[src/hw/sws_pkg.sv]
package sws_pkg;
	localparam int CLK_NS = 8;
	localparam int T_WSAMP_STD_NS = 30000;
	localparam int T_WSAMP_FAST_NS = 4000;
	localparam int T_RDHOLD_STD_NS = 30000;
	localparam int T_RDHOLD_FAST_NS = 3000;
	localparam int T_HOLDOFF_STD_NS = 5000;
	localparam int T_HOLDOFF_FAST_NS = 2000;
	localparam int T_REC_STD_NS = 5000;
	localparam int T_REC_FAST_NS = 2000;
	localparam int T_FILT_STD_NS = 80;
	localparam int T_RST_NS = 480000;

	// least times round up, never below one cycle
	function automatic int cyc_up(input int ns);
		int c;
		c = (ns + CLK_NS - 1) / CLK_NS;
		return (c < 1) ? 1 : c;
	endfunction

	localparam int WSAMP_STD_CYC = cyc_up(T_WSAMP_STD_NS);
	localparam int WSAMP_FAST_CYC = cyc_up(T_WSAMP_FAST_NS);
	localparam int RDHOLD_STD_CYC = cyc_up(T_RDHOLD_STD_NS);
	localparam int RDHOLD_FAST_CYC = cyc_up(T_RDHOLD_FAST_NS);
	localparam int HOLDOFF_STD_CYC = cyc_up(T_HOLDOFF_STD_NS);
	localparam int HOLDOFF_FAST_CYC = cyc_up(T_HOLDOFF_FAST_NS);
	localparam int REC_STD_CYC = cyc_up(T_REC_STD_NS);
	localparam int REC_FAST_CYC = cyc_up(T_REC_FAST_NS);
	localparam int FILT_STD_CYC = cyc_up(T_FILT_STD_NS);
	localparam int RST_CYC = cyc_up(T_RST_NS);

	localparam int TMR_W = 16;
	localparam int RST_W = 18;
	localparam int BYTE_W = 8;
	localparam int FIFO_DEPTH = 8;
	localparam logic [7:0] CRC_POLY_REV = 8'h8c;
	localparam logic [7:0] CRC_INIT = 8'h00;

	typedef enum logic [2:0] {
		SWS_IDLE,
		SWS_FILT,
		SWS_SLOT,
		SWS_WAIT_RISE,
		SWS_HOLDOFF
	} sws_state_e;

	// lsb-first crc step for x^8+x^5+x^4+1
	function automatic logic [7:0] sws_crc_step(input logic [7:0] crc, input logic b);
		logic fb;
		fb = crc[0] ^ b;
		return (crc >> 1) ^ (fb ? CRC_POLY_REV : 8'h00);
	endfunction
endpackage

[src/hw/sws_stream_if.sv]
`timescale 1ns/1ns
`default_nettype none
interface sws_stream_if #(parameter int W = 8);
	logic valid;
	logic ready;
	logic [W-1:0] data;
	modport src (output valid, output data, input ready);
	modport snk (input valid, input data, output ready);
endinterface
`default_nettype wire

[src/hw/sws_slave.sv]
`timescale 1ns/1ns
`default_nettype none
module sws_slave #(
	parameter int RST_CYCLES = sws_pkg::RST_CYC,
	parameter int WSAMP_STD = sws_pkg::WSAMP_STD_CYC,
	parameter int WSAMP_FAST = sws_pkg::WSAMP_FAST_CYC,
	parameter int RDHOLD_STD = sws_pkg::RDHOLD_STD_CYC,
	parameter int RDHOLD_FAST = sws_pkg::RDHOLD_FAST_CYC,
	parameter int FIFO_DEPTH = sws_pkg::FIFO_DEPTH
) (
	input wire logic mclk,
	input wire logic rst_n,
	input wire logic line_hi,
	input wire logic line_lo,
	output logic line_out,
	output logic line_oe_n,
	input wire logic read_mode,
	input wire logic fast_set,
	input wire logic crc_clear,
	input wire logic tx_valid,
	output logic tx_ready,
	input wire logic [7:0] tx_data,
	output logic rx_valid,
	output logic [7:0] rx_data,
	output logic [7:0] crc_value,
	output logic crc_zero,
	output logic fast_speed_flag,
	output logic bus_reset,
	output logic slot_ready
);
	initial begin
		if (RST_CYCLES < 2 || RST_CYCLES >= (1 << sws_pkg::RST_W))
			$error("sws_slave reset count out of range");
		if (WSAMP_STD < 1 || WSAMP_FAST < 1 || RDHOLD_STD < 1 || RDHOLD_FAST < 1)
			$error("sws_slave slot timing must be at least one cycle");
		if (WSAMP_STD >= (1 << sws_pkg::TMR_W) || RDHOLD_STD >= (1 << sws_pkg::TMR_W))
			$error("sws_slave slot timing too wide for timer");
	end

	localparam int TW = sws_pkg::TMR_W;
	localparam int RW = sws_pkg::RST_W;
	localparam logic [TW-1:0] WS_STD = TW'(WSAMP_STD);
	localparam logic [TW-1:0] WS_FAST = TW'(WSAMP_FAST);
	localparam logic [TW-1:0] RH_STD = TW'(RDHOLD_STD);
	localparam logic [TW-1:0] RH_FAST = TW'(RDHOLD_FAST);
	localparam logic [TW-1:0] HO_STD = TW'(sws_pkg::HOLDOFF_STD_CYC);
	localparam logic [TW-1:0] HO_FAST = TW'(sws_pkg::HOLDOFF_FAST_CYC);
	localparam logic [TW-1:0] RC_STD = TW'(sws_pkg::REC_STD_CYC);
	localparam logic [TW-1:0] RC_FAST = TW'(sws_pkg::REC_FAST_CYC);
	localparam logic [TW-1:0] FILT = TW'(sws_pkg::FILT_STD_CYC);
	localparam logic [RW-1:0] RST_LIM = RW'(RST_CYCLES);

	sws_stream_if #(.W(sws_pkg::BYTE_W)) fin ();
	sws_stream_if #(.W(sws_pkg::BYTE_W)) fout ();

	sws_fifo #(.W(sws_pkg::BYTE_W), .DEPTH(FIFO_DEPTH)) u_txq (
		.mclk(mclk),
		.rst_n(rst_n),
		.wr(fin),
		.rd(fout)
	);

	assign fin.valid = tx_valid;
	assign fin.data = tx_data;
	assign tx_ready = fin.ready;
	assign line_out = 1'b0;

	sws_pkg::sws_state_e st_r, st_nxt;
	logic [TW-1:0] tmr_r, tmr_nxt, rec_r, rec_nxt;
	logic [RW-1:0] low_r, low_nxt;
	logic rd_slot_r, rd_slot_nxt, drive_r, drive_nxt;
	logic fast_r, fast_nxt, brst_r, brst_nxt;
	logic [7:0] txsh_r, txsh_nxt, rxsh_r, rxsh_nxt, rxd_r, rxd_nxt, crc_r, crc_nxt;
	logic [3:0] txleft_r, txleft_nxt, rxcnt_r, rxcnt_nxt;
	logic rxv_r, rxv_nxt;
	logic [TW-1:0] ws_lim, rh_lim, ho_lim, rc_lim, end_lim;
	logic start, pop, tx_bit;

	always_comb begin
		ws_lim = fast_r ? WS_FAST : WS_STD;
		rh_lim = fast_r ? RH_FAST : RH_STD;
		ho_lim = fast_r ? HO_FAST : HO_STD;
		rc_lim = fast_r ? RC_FAST : RC_STD;
		end_lim = (ws_lim > rh_lim) ? ws_lim : rh_lim;
	end

	assign fout.ready = pop;

	always_comb begin
		st_nxt = st_r;
		tmr_nxt = tmr_r;
		rec_nxt = (rec_r != '0) ? rec_r - 1'b1 : rec_r;
		low_nxt = line_lo ? ((low_r == RST_LIM) ? low_r : low_r + 1'b1) : '0;
		rd_slot_nxt = rd_slot_r;
		drive_nxt = drive_r;
		fast_nxt = fast_r | fast_set;
		brst_nxt = 1'b0;
		txsh_nxt = txsh_r;
		txleft_nxt = txleft_r;
		rxsh_nxt = rxsh_r;
		rxcnt_nxt = rxcnt_r;
		rxd_nxt = rxd_r;
		rxv_nxt = 1'b0;
		// only the 8-bit identifier code is kept here; the 16-bit data code belongs to the layer above
		crc_nxt = crc_clear ? sws_pkg::CRC_INIT : crc_r;
		start = 1'b0;
		pop = 1'b0;
		tx_bit = 1'b1;
		case (st_r)
			sws_pkg::SWS_IDLE: begin
				if (line_lo) begin
					if (fast_r)
						start = 1'b1;
					else begin
						st_nxt = sws_pkg::SWS_FILT;
						tmr_nxt = '0;
					end
				end
			end
			sws_pkg::SWS_FILT: begin
				if (!line_lo)
					st_nxt = sws_pkg::SWS_IDLE;
				else if (tmr_r >= FILT - 1'b1)
					start = 1'b1;
				else
					tmr_nxt = tmr_r + 1'b1;
			end
			sws_pkg::SWS_SLOT: begin
				tmr_nxt = tmr_r + 1'b1;
				// at or past the limit: a speed change mid-slot must not leave the pulldown on
				if (drive_r && tmr_r >= rh_lim - 1'b1)
					drive_nxt = 1'b0;
				if (!rd_slot_r && tmr_r == ws_lim - 1'b1) begin
					rxsh_nxt = {line_hi, rxsh_r[7:1]};
					crc_nxt = sws_pkg::sws_crc_step(crc_nxt, line_hi);
					if (rxcnt_r == 4'h7) begin
						rxcnt_nxt = 4'h0;
						rxd_nxt = {line_hi, rxsh_r[7:1]};
						rxv_nxt = 1'b1;
					end else
						rxcnt_nxt = rxcnt_r + 1'b1;
				end
				if (tmr_r >= end_lim - 1'b1)
					st_nxt = sws_pkg::SWS_WAIT_RISE;
			end
			sws_pkg::SWS_WAIT_RISE: begin
				if (line_hi) begin
					st_nxt = sws_pkg::SWS_HOLDOFF;
					tmr_nxt = '0;
					rec_nxt = rc_lim;
				end
			end
			sws_pkg::SWS_HOLDOFF: begin
				// dips inside the window cannot start a slot; only the bus reset counter (low_r) still counts them
				if (tmr_r >= ho_lim - 1'b1) begin
					if (line_lo)
						start = 1'b1;
					else
						st_nxt = sws_pkg::SWS_IDLE;
				end else
					tmr_nxt = tmr_r + 1'b1;
			end
			default: st_nxt = sws_pkg::SWS_IDLE;
		endcase
		if (start) begin
			st_nxt = sws_pkg::SWS_SLOT;
			tmr_nxt = '0;
			rd_slot_nxt = read_mode;
			drive_nxt = 1'b0;
			if (read_mode) begin
				if (txleft_r != 4'h0) begin
					tx_bit = txsh_r[0];
					txsh_nxt = {1'b1, txsh_r[7:1]};
					txleft_nxt = txleft_r - 1'b1;
				end else if (fout.valid) begin
					pop = 1'b1;
					tx_bit = fout.data[0];
					txsh_nxt = {1'b1, fout.data[7:1]};
					txleft_nxt = 4'h7;
				end
				// an empty queue answers ones, which leaves the line alone
				drive_nxt = !tx_bit;
				crc_nxt = sws_pkg::sws_crc_step(crc_nxt, tx_bit);
			end
		end
		if (low_r == RST_LIM - 1'b1 && line_lo) begin
			fast_nxt = 1'b0;
			brst_nxt = 1'b1;
			txleft_nxt = 4'h0;
			rxcnt_nxt = 4'h0;
		end
	end

	always_ff @(posedge mclk or negedge rst_n) begin
		if (!rst_n) begin
			st_r <= sws_pkg::SWS_IDLE;
			tmr_r <= '0;
			rec_r <= '0;
			low_r <= '0;
			rd_slot_r <= 1'b0;
			drive_r <= 1'b0;
			fast_r <= 1'b0;
			brst_r <= 1'b0;
			txsh_r <= '0;
			txleft_r <= '0;
			rxsh_r <= '0;
			rxcnt_r <= '0;
			rxd_r <= '0;
			rxv_r <= 1'b0;
			crc_r <= sws_pkg::CRC_INIT;
		end else begin
			st_r <= st_nxt;
			tmr_r <= tmr_nxt;
			rec_r <= rec_nxt;
			low_r <= low_nxt;
			rd_slot_r <= rd_slot_nxt;
			drive_r <= drive_nxt;
			fast_r <= fast_nxt;
			brst_r <= brst_nxt;
			txsh_r <= txsh_nxt;
			txleft_r <= txleft_nxt;
			rxsh_r <= rxsh_nxt;
			rxcnt_r <= rxcnt_nxt;
			rxd_r <= rxd_nxt;
			rxv_r <= rxv_nxt;
			crc_r <= crc_nxt;
		end
	end

	assign line_oe_n = !drive_r;
	assign rx_valid = rxv_r;
	assign rx_data = rxd_r;
	assign crc_value = crc_r;
	assign crc_zero = (crc_r == 8'h00);
	assign fast_speed_flag = fast_r;
	assign bus_reset = brst_r;
	assign slot_ready = (rec_r == '0) && (st_r == sws_pkg::SWS_IDLE || st_r == sws_pkg::SWS_HOLDOFF);
endmodule
`default_nettype wire

[src/hw/sws_fifo.sv]
`timescale 1ns/1ns
`default_nettype none
module sws_fifo #(
	parameter int W = 8,
	parameter int DEPTH = 8
) (
	input wire logic mclk,
	input wire logic rst_n,
	sws_stream_if.snk wr,
	sws_stream_if.src rd
);
	localparam int AW = (DEPTH > 1) ? $clog2(DEPTH) : 1;
	initial begin
		if (DEPTH < 2 || (1 << AW) != DEPTH)
			$error("sws_fifo depth must be a power of two of at least 2");
	end

	logic [W-1:0] mem [DEPTH];
	logic [AW:0] wp_r, wp_nxt, rp_r, rp_nxt;
	logic full, empty, push, pop;

	assign full = (wp_r[AW] != rp_r[AW]) && (wp_r[AW-1:0] == rp_r[AW-1:0]);
	assign empty = (wp_r == rp_r);
	assign wr.ready = !full;
	assign rd.valid = !empty;
	assign rd.data = mem[rp_r[AW-1:0]];
	assign push = wr.valid && !full;
	assign pop = rd.ready && !empty;

	always_comb begin
		wp_nxt = push ? wp_r + 1'b1 : wp_r;
		rp_nxt = pop ? rp_r + 1'b1 : rp_r;
	end

	always_ff @(posedge mclk or negedge rst_n) begin
		if (!rst_n) begin
			wp_r <= '0;
			rp_r <= '0;
		end else begin
			wp_r <= wp_nxt;
			rp_r <= rp_nxt;
		end
	end

	always_ff @(posedge mclk) begin
		if (push)
			mem[wp_r[AW-1:0]] <= wr.data;
	end
endmodule
`default_nettype wire

[config.mk]
export PLATFORM = sky130hd
export DESIGN_NAME = sws_slave
export DESIGN_NICKNAME = d
export VERILOG_FILES = /design/src/hw/sws_pkg.sv /design/src/hw/sws_stream_if.sv /design/src/hw/sws_slave.sv /design/src/hw/sws_fifo.sv
export SDC_FILE = /design/constraint.sdc
export NUM_CORES = 1
export LEC_CHECK = 0
export BUFFER_PORTS_ARGS = -buffer_cell sky130_fd_sc_hd__buf_2
export CORE_MARGIN = 4
export CORE_UTILIZATION = 55
export DETAILED_ROUTE_END_ITERATION = 10
export PLACE_DENSITY_LB_ADDON = 0.1
export SLEW_MARGIN = 15
export SYNTH_ARGS = -nofsm -noshare
export SYNTH_HDL_FRONTEND = slang
export SYNTH_SLANG_ARGS = --single-unit
[constraint.sdc]
create_clock -name mclk -period 8 [get_ports mclk]
set_input_delay 1.6 -clock mclk [delete_from_list [all_inputs] [get_ports mclk]]
set_output_delay 1.6 -clock mclk [all_outputs]
set_load 0.01 [all_outputs]
* Word-level counts from Yosys, hierarchy flattened
Memory sizes are Yosys's and may differ from the RTL's.
Cells that the tools add are included.
** Operators by class
- Add/subtract/negate cells :: 11
- Magnitude comparators :: 5
- Eq/ne operators :: 22
- Multiplexer cells :: 69
- Bitwise operators :: 5
- Reduce and logical (&&, ||, !) cells :: 33
** Operators by type and width (count)
- $mux 16 :: 10
- $pmux 16 s5 :: 1
- $mux 8 :: 9
- $ge 16x16->1 :: 3
- $sub 12x1->13 const B :: 3
- $eq 18x16->1 const B :: 2
- $mux 12 :: 3
- $mux 18 :: 2
- $mux 4 :: 9
- $ne 3x3->1 const B :: 9
- $mux 1 :: 25
- $mux 3 :: 7
- $add 18x1->18 const B :: 1
- $add 16x1->16 const B :: 1
- $eq 16x16->1 :: 1
- $ge 16x4->1 const B :: 1
- $logic_not 16->1 :: 1
- $reduce_bool 16->1 :: 1
- $sub 16x1->16 const B :: 1
- $xor 7x8->8 :: 2
- $pmux 3 s5 :: 1
- $add 4x1->4 const B :: 3
- $gt 12x12->1 :: 1
- $reduce_bool 2->1 :: 6
- other kinds (25) :: 42
** Word-level totals
- Register bits after elaboration :: 106
- RAM bits :: 64
- Input port bits :: 16
- Output and inout bits :: 24
- Word-level logic and storage cells :: 163
- Memories kept :: 1
** Memories
- u_txq.mem :: words 8, bits a word 8, rd ports 1, clocked after memory_dff 0, wr ports 1, RTL line sws_fifo.sv:18 : logic [W-1:0] mem [DEPTH];

* Longest topological paths before layout
Gate-level depths: netlist of run 1.
- Depth after elaboration :: 11
- Mapped depth :: 10
- Mapped depth without buffers :: 9

* By module
From an unflattened synthesis of run 1, not the netlist that was laid out.
** Unflattened totals
- Cell total of the unflattened synthesis :: 750
- Area total of the unflattened synthesis :: 8700.8 um2
** Modules (own cells, without submodules)
- sws_slave :: times used 1, cells each 600, area an instance 5689.2 um2, seq. area each 2427.3 um2
- sws_fifo :: times used 1, cells each 150, area an instance 3011.6 um2, seq. area each 2122.0 um2

* Worst setup path after synthesis of run 1
Ideal clock, no wire load.
- Path kind :: register to output
- From :: register rec_r[10]
- To :: output port slot_ready
- Arrival :: 1.505 ns
- Slack :: 4.895 ns
- Cell stages (with the launch flop) :: 5
- Buffers on the path :: 0
- Cell sequence :: dfrtp_1 -> nor4_1 -> nor2b_1 -> nand4_1 -> nor3_1
** Between the ends
- Longest elaborated chain between the ends :: 2
** Ends and longest elaborated chain
- start: declaration :: RTL line sws_slave.sv:69 : logic [TW-1:0] tmr_r, tmr_nxt, rec_r, rec_nxt;
- start signal: assignment :: RTL line sws_slave.sv:214 : rec_r <= rec_nxt;
- $logic_not 16->1 :: RTL line sws_slave.sv:237 : assign slot_ready = (rec_r == '0) && (st_r == sws_pkg::SWS_IDLE || st_r == sws_pkg::SWS_HOLDOFF);
- $logic_and 1x1->1 :: RTL line sws_slave.sv:237
- end: declaration :: RTL line sws_slave.sv:29 : output logic slot_ready
No other way between the ends.

* Worst setup path after layout of run 1
Ends and elaborated chain as after synthesis.

==> results of run 1 <==
[cell families (layout without fill, tap and decap cells)]
| family | after synthesis | count (layout) | synth area share (%) |
|---|---|---|---|
| compound gates | 100 | 100 | 8.30 |
| xor+xnor | 45 | 45 | 4.77 |
| fa+ha+maj | 24 | 24 | 3.63 |
| buf+inv | 50 | 99 | 2.53 |
| flops | 169 | 169 | 55.1 |
| mux | 49 | 49 | 8.63 |
| other cells | 1 | 1 | 0.0454 |
| simple gates | 269 | 269 | 17.0 |
[through the flow]
stage	hold slack (ps)	power, µW	cells
2_1_floorplan	433	1710	707
3_3_place_gp	448	1860	908
3_5_place_dp	453	1890	908
4_1_cts	472	2690	940
5_1_grt	488	2840	940
6_report	467	2670	940
[power groups by stage]
stage	Combinational, µW	Sequential [µW]	Clock [µW]
2_1_floorplan	572	1140	0
3_3_place_gp	673	1190	0
3_5_place_dp	694	1200	0
4_1_cts	698	1180	816
5_1_grt	785	1200	850
6_report	691	1180	799
[worst max-delay path by stage]
stage / cells after the start / end / from
4_1_cts: 5 / slot_ready / rec_r[10]
2_1_floorplan: 4 / slot_ready / rec_r[10]
6_report: 5 / slot_ready / rec_r[10]
3_5_place_dp: 7 / txsh_r[6] / line_lo
3_3_place_gp: 7 / txsh_r[3] / line_lo
5_1_grt: 5 / slot_ready / rec_r[10]
[worst max-delay path: stages, from the launching register on]
cell and delay [ps]:
dfrtp_1 420, nor4_1 520, nor2b_1 230, nand4_1 270, nor3_1 240, buf_2 170
[registers in the layout (all words and copies together), names as in the netlist]
register / cells
bus_reset: 1
crc_value: 8
drive_r: 1
fast_speed_flag: 1
low_r: 18
rd_slot_r: 1
rec_r: 16
rx_data: 8
rx_valid: 1
rxcnt_r: 4
rxsh_r: 7
st_r: 3
tmr_r: 16
txleft_r: 4
txsh_r: 8
u_txq.mem: 64
u_txq.rp_r: 4
u_txq.wp_r: 4
[synthesized netlist by cell type, drive strengths merged (16+ instances only)]
cell / n / share of area (%)
xnor2: 26 / 2.8
edfxtp: 64 / 23
mux4: 16 / 4.4
nor3: 18 / 1.3
and2: 18 / 1.4
clkbuf: 17 / 0.77
ha: 24 / 3.6
inv: 22 / 1.0
nor2: 54 / 2.5
dfrtp: 105 / 32
o21ai: 20 / 1.3
nand3: 25 / 1.5
a21oi: 28 / 1.7
mux2: 18 / 2.5
nand2: 72 / 3.3
xor2: 19 / 2.0
[cell type report]
class	instances	area, µm²	share of cell area [%]
Clock inverter	14	155	1.68
Tap cell	184	230	2.50
Inverter	22	82.6	0.896
Clock buffer	18	429	4.66
Sequential cell	169	4550	49.4
Timing Repair Buffer	45	245	2.66
Multi-Input combinational cell	488	3520	38.2
[per-layer routing]
layer  vias to the layer above  wire (µm)  share of wire, %
met2                        99       7590                47
met1                      2661       7640                48
met5                         -          0                 0
li1                       2634          -                 -
met4                         0        170               1.1
met3                        12        612               3.8
==> impl_metrics.ini, run 1 <==
[grt]
grt_max_degree = 59
grt_overflow = 0
grt_pass1_wl_mm = 26.7
antenna_found_initial = 0
grt_use_total_pct = 20.1
grt_pass1_vias = 5317
grtUsageMet2_pct = 31.7
use_met1_pct = 28.7
top_usage_layer = met2
use_met3_pct = 4.19

[timing]
max_freq_mhz = 258
grt_setup_unrepaired = false
tns_ps = 0
maxSlewViolCount = 0
fin_skew_ps = 7.20
finalHoldViolations = 0
relSlewSlack_pct = 34.9
setup_viol = 0
layout_setup_ws_ps = 4120
worst_pin_slew_ps = 976
fin_crit_sh_pct = 48.5
fin_crit_ps = 3880

[clock_network]
htreeDepth = 4
root_buffer = clkbuf_16
cts-resized-gates = 0
clk_latency_ps = 430
cts_tree = done
ctsLongestPathBuffers = 2
path_clk_slew_ps = 70
clock_sinks = 169
numCtsBuffers = 17
hold_buffers = 0
post_cts_buffers = 0

[synthesis]
synth-main-ff-cell = dfrtp_1
yosys_warnings = 0
synth_area_mm2 = 0.00826
synth_nets = 747
ys_types = 68
syn_area_per_cell_um2 = 11.7
synthCells = 707
yosysSeqAreaShare_pct = 55.1
synth_edf_count = 64
async_flop_share_pct = 62.1
ys_ff_latch = 169

[pwr]
combPwrFrac_pct = 25.9
p_int_uw = 1780
clockPowerShare_pct = 29.9
seqPwrFrac_pct = 44.2
switching_share_pct = 33.5
power.net_switching_uw = 894
p_per_area_mw_per_mm2 = 290
peakVddDrop_uv = 243
leakagePower_uw = 0.00390

[floorplanning]
pin_count = 40
die_x_um = 131
die_y_um = 131
std_cell_rows = 44
die_area_mm2 = 0.0170
start_util_pct = 56.4
fp.coreArea_mm2 = 0.0146

[route]
drt-initial-drc-count = 395
wl_per_cell_um = 17.0
antenna_left = 0
viasPerCell = 5.75
wirelength_mm = 16.0
drc = 0
firstDrtPassIters = 5
num_vias = 5406

[worst_setup_path]
path_max_fanout = 7
rr_endpoint = txsh_r[6]
worstPathArrival_ps = 2280
r2r_slack_ps = 4440
cp.required_ps = 6400
r2r_start = fast_speed_flag
start_kind = flip-flop
reg2reg_depth = 8
end_kind = primary output
path_class = flip-flop to primary output

[final_layout]
final_common_cell = dfrtp_1
final_cell_area_mm2 = 0.00921
postLayoutCoreUtil_pct = 62.9
final_nets = 783
syn_to_final_growth_pct = 11.5
nFillCells = 1130
diodes = 0
drive_gt1_share_pct = 15.6
layout_common_cells = dfrtp_1, nand2_1, edfxtp_1

[placement]
place_ws_ps = 3800
dpl-instance-area_mm2 = 0.00863
gp_congestion = 0.869
dp_hpwl_mm = 10.6
io_buffers = 38

[flow_run]
max-cap-violations = 0

[hold_path]
holdPathEnd = rxsh_r[1]
hold_start = rxsh_r[1]
hold_depth = 2
hold_path_class = flip-flop to flip-flop

[run_status]
status = complete, no violations
Note: power is estimated with default switching activity, not from simulation.
==> inputs of run 2 (changes only) <==
--- a/config.mk
+++ b/config.mk
@@ -5,6 +5,7 @@
 export SDC_FILE = /design/constraint.sdc
 export NUM_CORES = 1
 export LEC_CHECK = 0
+export ABC_AREA = 1
 export BUFFER_PORTS_ARGS = -buffer_cell sky130_fd_sc_hd__buf_2
 export CORE_MARGIN = 4
 export CORE_UTILIZATION = 55
==> constraint.sdc (replaced) <==
create_clock -name mclk -period 3.7 [get_ports mclk]
set_input_delay 0.74 -clock mclk [delete_from_list [all_inputs] [get_ports mclk]]
set_output_delay 0.74 -clock mclk [all_outputs]
set_load 0.01 [all_outputs]
==> run 2 against run 1 <==
- clock power rose by 130%
- synthesized cell count grew 48%
- setup slack worse by 3000 ps
- clock-buffer cell count is 1 lower
- hold slack worse by 130 ps
- total power grew 67%
==> impl_metrics.ini, run 2 <==
[route]
drt-initial-drc-count = 562
viasPerCell = 5.30
wl_per_cell_um = 14.7
firstDrtPassIters = 5
wirelength_mm = 19.2
drc = 0
num_vias = 6909
antenna_left = 0

[timing]
fin_crit_sh_pct = 69.9
fin_crit_ps = 2590
tns_ps = 0
worst_pin_slew_ps = 915
maxSlewViolCount = 0
grt_setup_unrepaired = false
relSlewSlack_pct = 38.7
fin_skew_ps = 11.1
finalHoldViolations = 0
max_freq_mhz = 387
setup_viol = 0

[synthesis]
yosys_warnings = 0
synth_edf_count = 64
async_flop_share_pct = 62.1
synth_top_area_share_pct = 29.1
synth_top_area_cell = dfrtp_1
synth-main-ff-cell = dfrtp_1
synth_area_mm2 = 0.00902
synthTopCellsByCount = nand2_1, nor2_1, inv_1
synth_nets = 1084
synthCells = 1044
ys_types = 58
yosys-top-cells-area = dfrtp_1, edfxtp_1, nand2_1, nor2_1, o21ai_0
syn_area_per_cell_um2 = 8.64
yosysSeqAreaShare_pct = 50.4
ys_ff_latch = 169
yosysMostFrequentCell = nand2_1

[worst_setup_path]
path_class = flip-flop to flip-flop
start_kind = flip-flop
crit_family = simple AND/OR/NAND/NOR gates
slowest_stage = dfrtp_1
cp_common_cell = nand2_1
cp.required_ps = 4030
path_cells = inv_1 -> ha_1 -> nand2_1 -> nor2_2 -> nand2_2 -> nor2_4 -> nand3_4 -> clkinv_2 -> nand2_1 -> nand2_1 -> nand2_1 -> nand2_1 -> nand2_1 -> nand3_1 -> nand2_1
worstPathArrival_ps = 2910
cpPeakStageDelay_ps = 550
path_max_fanout = 17
path_buf_inv = 2
end_kind = flip-flop
r2r_slack_ps = 1110

[final_layout]
final_nets = 1115
syn_to_final_growth_pct = 9.94
drive_gt1_share_pct = 11.4
final_common_cell = nand2_1
largest_reg_flops = 64
layout_common_cells = nand2_1, nor2_1, inv_1
final_cell_area_mm2 = 0.00992
diodes = 0

[floorplanning]
fp.coreArea_mm2 = 0.0160
pin_count = 40
die_x_um = 136
die_y_um = 136
std_cell_rows = 46
die_area_mm2 = 0.0185
start_util_pct = 56.4

[pwr]
peakVddDrop_uv = 312
leakagePower_uw = 0.00439
p_per_area_mw_per_mm2 = 449

[clock_network]
hold_buffers = 0
clk_latency_ps = 430
root_buffer = clkbuf_16
cts-resized-gates = 0
path_clk_slew_ps = 70
post_cts_buffers = 0
numCtsBuffers = 17
cts_tree = done
ctsLongestPathBuffers = 2
clock_sinks = 169
htreeDepth = 4

[flow_run]
max-cap-violations = 0

[run_status]
status = complete, no violations

[grt]
grt_use_total_pct = 22.1
grt_pass1_vias = 6440
grt_pass1_wl_mm = 32.3
antenna_found_initial = 0
grt_overflow = 0
grt_max_degree = 57

[hold_path]
hold_path_class = primary input to async pin

[placement]
gp_congestion = 0.866
dp_hpwl_mm = 13.4
dpl-instance-area_mm2 = 0.00932
io_buffers = 38
==> run 2: cells by family (layout without fill, tap and decap cells) <==
| group | after synthesis | after routing | synth area share [%] |
|---|---|---|---|
| xor gates and xnor gates | 32 | 32 | 3.11 |
| AOI/OAI and AO/OA | 177 | 177 | 11.5 |
| buffers and inverters | 156 | 200 | 7.65 |
| other | 1 | 1 | 0.0416 |
| DFF | 169 | 169 | 50.4 |
| and+or+nand+nor | 485 | 485 | 24.0 |
| adders and majority gates | 24 | 24 | 3.33 |
==> run 2: per-layer routing <==
metal	GRT usage, %	vias up	share of wire [%]
met5	0	-	0
met4	7.39	0	1.9
met3	3.48	24	3.9
met2	34.3	145	46
met1	31.8	3198	48
li1	-	3542	-
==> run 2: worst reg2reg max path: cells and delay by family (launching register included) <==
kind                       cells  cell delay (ps)
DFF                            1              550
buffers and inverters          2              380
adders and majority gates      1              370
and+or+nand+nor               12             1170
==> run 2: power breakdown <==
part           internal (µW)  switching, µW
clock network            970            827
logic                    141            293
registers               2120            104
total                   3230           1220
==> run 2: final timing paths <==
| check | start | endpoint | cells past startpoint |
|---|---|---|---|
| hold reg to reg | txsh_r[7] | txsh_r[7] | 2 |
| hold / removal | rst_n | u_txq.wp_r[1] | 1 |
| max in group asynchronous | rst_n | crc_value[2] | 2 |
| setup reg to reg | fast_speed_flag | crc_value[2] | 15 |
| setup / recovery | fast_speed_flag | crc_value[2] | 15 |
| min in group mclk | txsh_r[7] | txsh_r[7] | 2 |
==> run 2: cell type report <==
class,count,area (µm²)
clock inverters,15,175
repair buffers,43,243
multi-input cells,719,3780
well taps,216,270
flip-flops and latches,169,4550
clock buffers,17,425
inverters,125,474
fillers,1403,6080
==> run 2: per-stage QoR <==
stage / setup slack [ps] / hold slack [ps] / power (µW) / instances / utilization, %
2_1_floorplan: 1480 / 420 / 2540 / 1044 / -
5_1_grt: 775 / 391 / 4660 / 1304 / 62.0
6_report: 1110 / 334 / 4460 / 1304 / 62.0
3_3_place_gp: 1140 / 435 / 2690 / 1272 / 58.3
4_1_cts: 1090 / 356 / 4490 / 1304 / 62.0
3_5_place_dp: 1110 / 444 / 2700 / 1272 / 58.3
==> inputs of run 3 (changes only) <==
==> constraint.sdc (replaced) <==
create_clock -name mclk -period 2.1 [get_ports mclk]
set_input_delay 0.42 -clock mclk [delete_from_list [all_inputs] [get_ports mclk]]
set_output_delay 0.42 -clock mclk [all_outputs]
set_load 0.01 [all_outputs]
==> run 3 against run 2 <==
- the flow now finishes with violations (setup timing)
- cell count grew 6.0%
- cell area grew 9.3%
- total power grew 83%
- via count grew 5.5%
- critical path depth shrank 3
- first-iteration DRC count shrank 4.1%
- register-to-register slack lost 1100 ps
- hold slack lost 99 ps
- largest power group unchanged
==> impl_metrics.ini, run 3 (synthesis results as in run 2) <==
[worst_setup_path]
end_kind = flip-flop
start_kind = flip-flop
r2r_slack_ps = -30
path_class = flip-flop to flip-flop
cp.required_ps = 2460
rr_endpoint = crc_value[0]
slowest_stage = dfrtp_2
path_cells = buf_4 -> ha_1 -> nand2_1 -> nor2_2 -> nand2_2 -> nor2_4 -> nand3_4 -> clkinv_4 -> buf_4 -> o21ai_0 -> nand2_1 -> o21ai_0
worstPathArrival_ps = 2490
r2r_start = fast_speed_flag
path_max_fanout = 5
cpPeakStageDelay_ps = 480
reg2reg_depth = 12

[clock_network]
ctsLongestPathBuffers = 2
clock_sinks = 169
clk_latency_ps = 440
numCtsBuffers = 17
root_buffer = clkbuf_16
path_clk_slew_ps = 70
htreeDepth = 4
cts_tree = done

[placement]
dp_hpwl_mm = 13.8
place_ws_ps = -28.1
gp_congestion = 0.863
dp.cells = 1326
io_buffers = 38

[timing]
fin_crit_ps = 2130
setup_viol = 6
worst_pin_slew_ps = 694
layout_setup_ws_ps = -28.8
relSlewSlack_pct = 53.6
max_freq_mhz = 470
timing.hold.ws_ps = 234
fin_crit_sh_pct = 101
grt_setup_unrepaired = true
finalHoldViolations = 0
fin_skew_ps = 12.2
maxSlewViolCount = 0

[final_layout]
final_nets = 1193
final_common_cell = nand2_1
largest_reg_flops = 64
layout_common_cells = nand2_1, nor2_1, inv_1
diodes = 0
multi_input_area_mm2 = 0.00400
regArea_mm2 = 0.00455
instances_no_fill = 1382
drive_gt1_share_pct = 20.8
syn_to_final_growth_pct = 20.1
nFillCells = 1350

[flow_run]
max-cap-violations = 0

[route]
num_vias = 7287
antenna_left = 0
wl_per_cell_um = 14.7
viasPerCell = 5.27
drt-initial-drc-count = 539
drc = 0
firstDrtPassIters = 5
wirelength_mm = 20.4

[run_status]
violations = setup timing
status = finished with violations

[floorplanning]
die_area_mm2 = 0.0185
pin_count = 40
std_cell_rows = 46
fp.coreArea_mm2 = 0.0160
die_x_um = 136
start_util_pct = 56.4
die_y_um = 136

[grt]
grt_pass1_wl_mm = 34.2
grt_use_total_pct = 23.3
grt_overflow = 0
grt_max_degree = 54
grt_pass1_vias = 6976
antenna_found_initial = 0

[hold_path]
hold_path_class = primary input to flip-flop
hold_start = fast_set
holdPathEnd = fast_speed_flag
hold_depth = 3

[pwr]
power_uw = 8170
peakVddDrop_uv = 675
p_per_area_mw_per_mm2 = 753
leakagePower_uw = 0.00485
-- run 3: cell count changes in the layout (fill, tap and decap cells not counted), sizes merged --
cell         previous run  this run
nand2                 225       227
bufinv                  1         2
buf                    43       116
bufbuf                  0         1
dlygate4sd3             0         1
-- run 3: repair_timing --
action / in CTS / in global routing
endpoints found under the setup margin: 22 / 72
cloned: 3 / 1
setup buffers: 17 / 5
pin swaps: 24 / 10
endpoints found under the hold margin: 22 / 0
hold buffers: 1 / 0
resized for setup: 33 / 33
-- run 3: per-layer routing --
| layer | up-vias | global-route usage (%) | wire, µm |
|---|---|---|---|
| met5 | - | 0 | 0 |
| met4 | 0 | 7.33 | 446 |
| met3 | 31 | 4.22 | 745 |
| met2 | 162 | 38.9 | 9840 |
| met1 | 3397 | 31.1 | 9330 |
| li1 | 3697 | - | - |
-- run 3: layout make-up --
cell class / instances / area share (%)
sequential: 169 / 42.0
timing repair inverter: 1 / 0.0346
clock buffer: 17 / 3.92
multi-input combinational: 721 / 36.9
tap: 216 / 2.49
timing repair buffer: 118 / 8.17
inverter: 125 / 4.48
clock inverter: 15 / 2.00
-- run 3: through the flow --
step / setup TNS, ps / area, µm² / util, %
after floorplan: 0 / 9030 / -
after global placement: 0 / 9750 / 61.0
after detailed placement: -74.1 / 9750 / 61.0
after CTS: -194 / 10700 / 67.0
after global routing: -5330 / 10800 / 67.8
final: -80.7 / 10800 / 67.8
-- run 3: power breakdown --
part | leakage [µW] | internal (µW) | total [µW] | switching [µW]
Clock | 0.000313 | 1850 | 3340 | 1490
Sequential | 0.00191 | 3740 | 3930 | 197
Combinational | 0.00263 | 346 | 898 | 552
Total | 0.00485 | 5930 | 8170 | 2240
-- run 3: critical path, delay by kind of cell (launching register included) --
| kind | cells | cell delay, ps |
|---|---|---|
| AOI/OAI and AO/OA | 2 | 430 |
| DFF | 1 | 480 |
| buffers and inverters | 3 | 360 |
| adders and majority gates | 1 | 290 |
| and+or+nand+nor | 6 | 500 |
-- run 3: worst max path at each step --
| stage | to | slack, ps | startpoint |
|---|---|---|---|
| finish | crc_value[0] | -30 | fast_speed_flag |
| global route | crc_value[4] | -190 | fast_speed_flag |
| global placement | crc_value[2] | 20 | fast_speed_flag |
| detailed placement | tmr_r[2] | -30 | fast_speed_flag |
| CTS | crc_value[4] | -40 | fast_speed_flag |
| floorplan | crc_value[2] | 60 | fast_speed_flag |
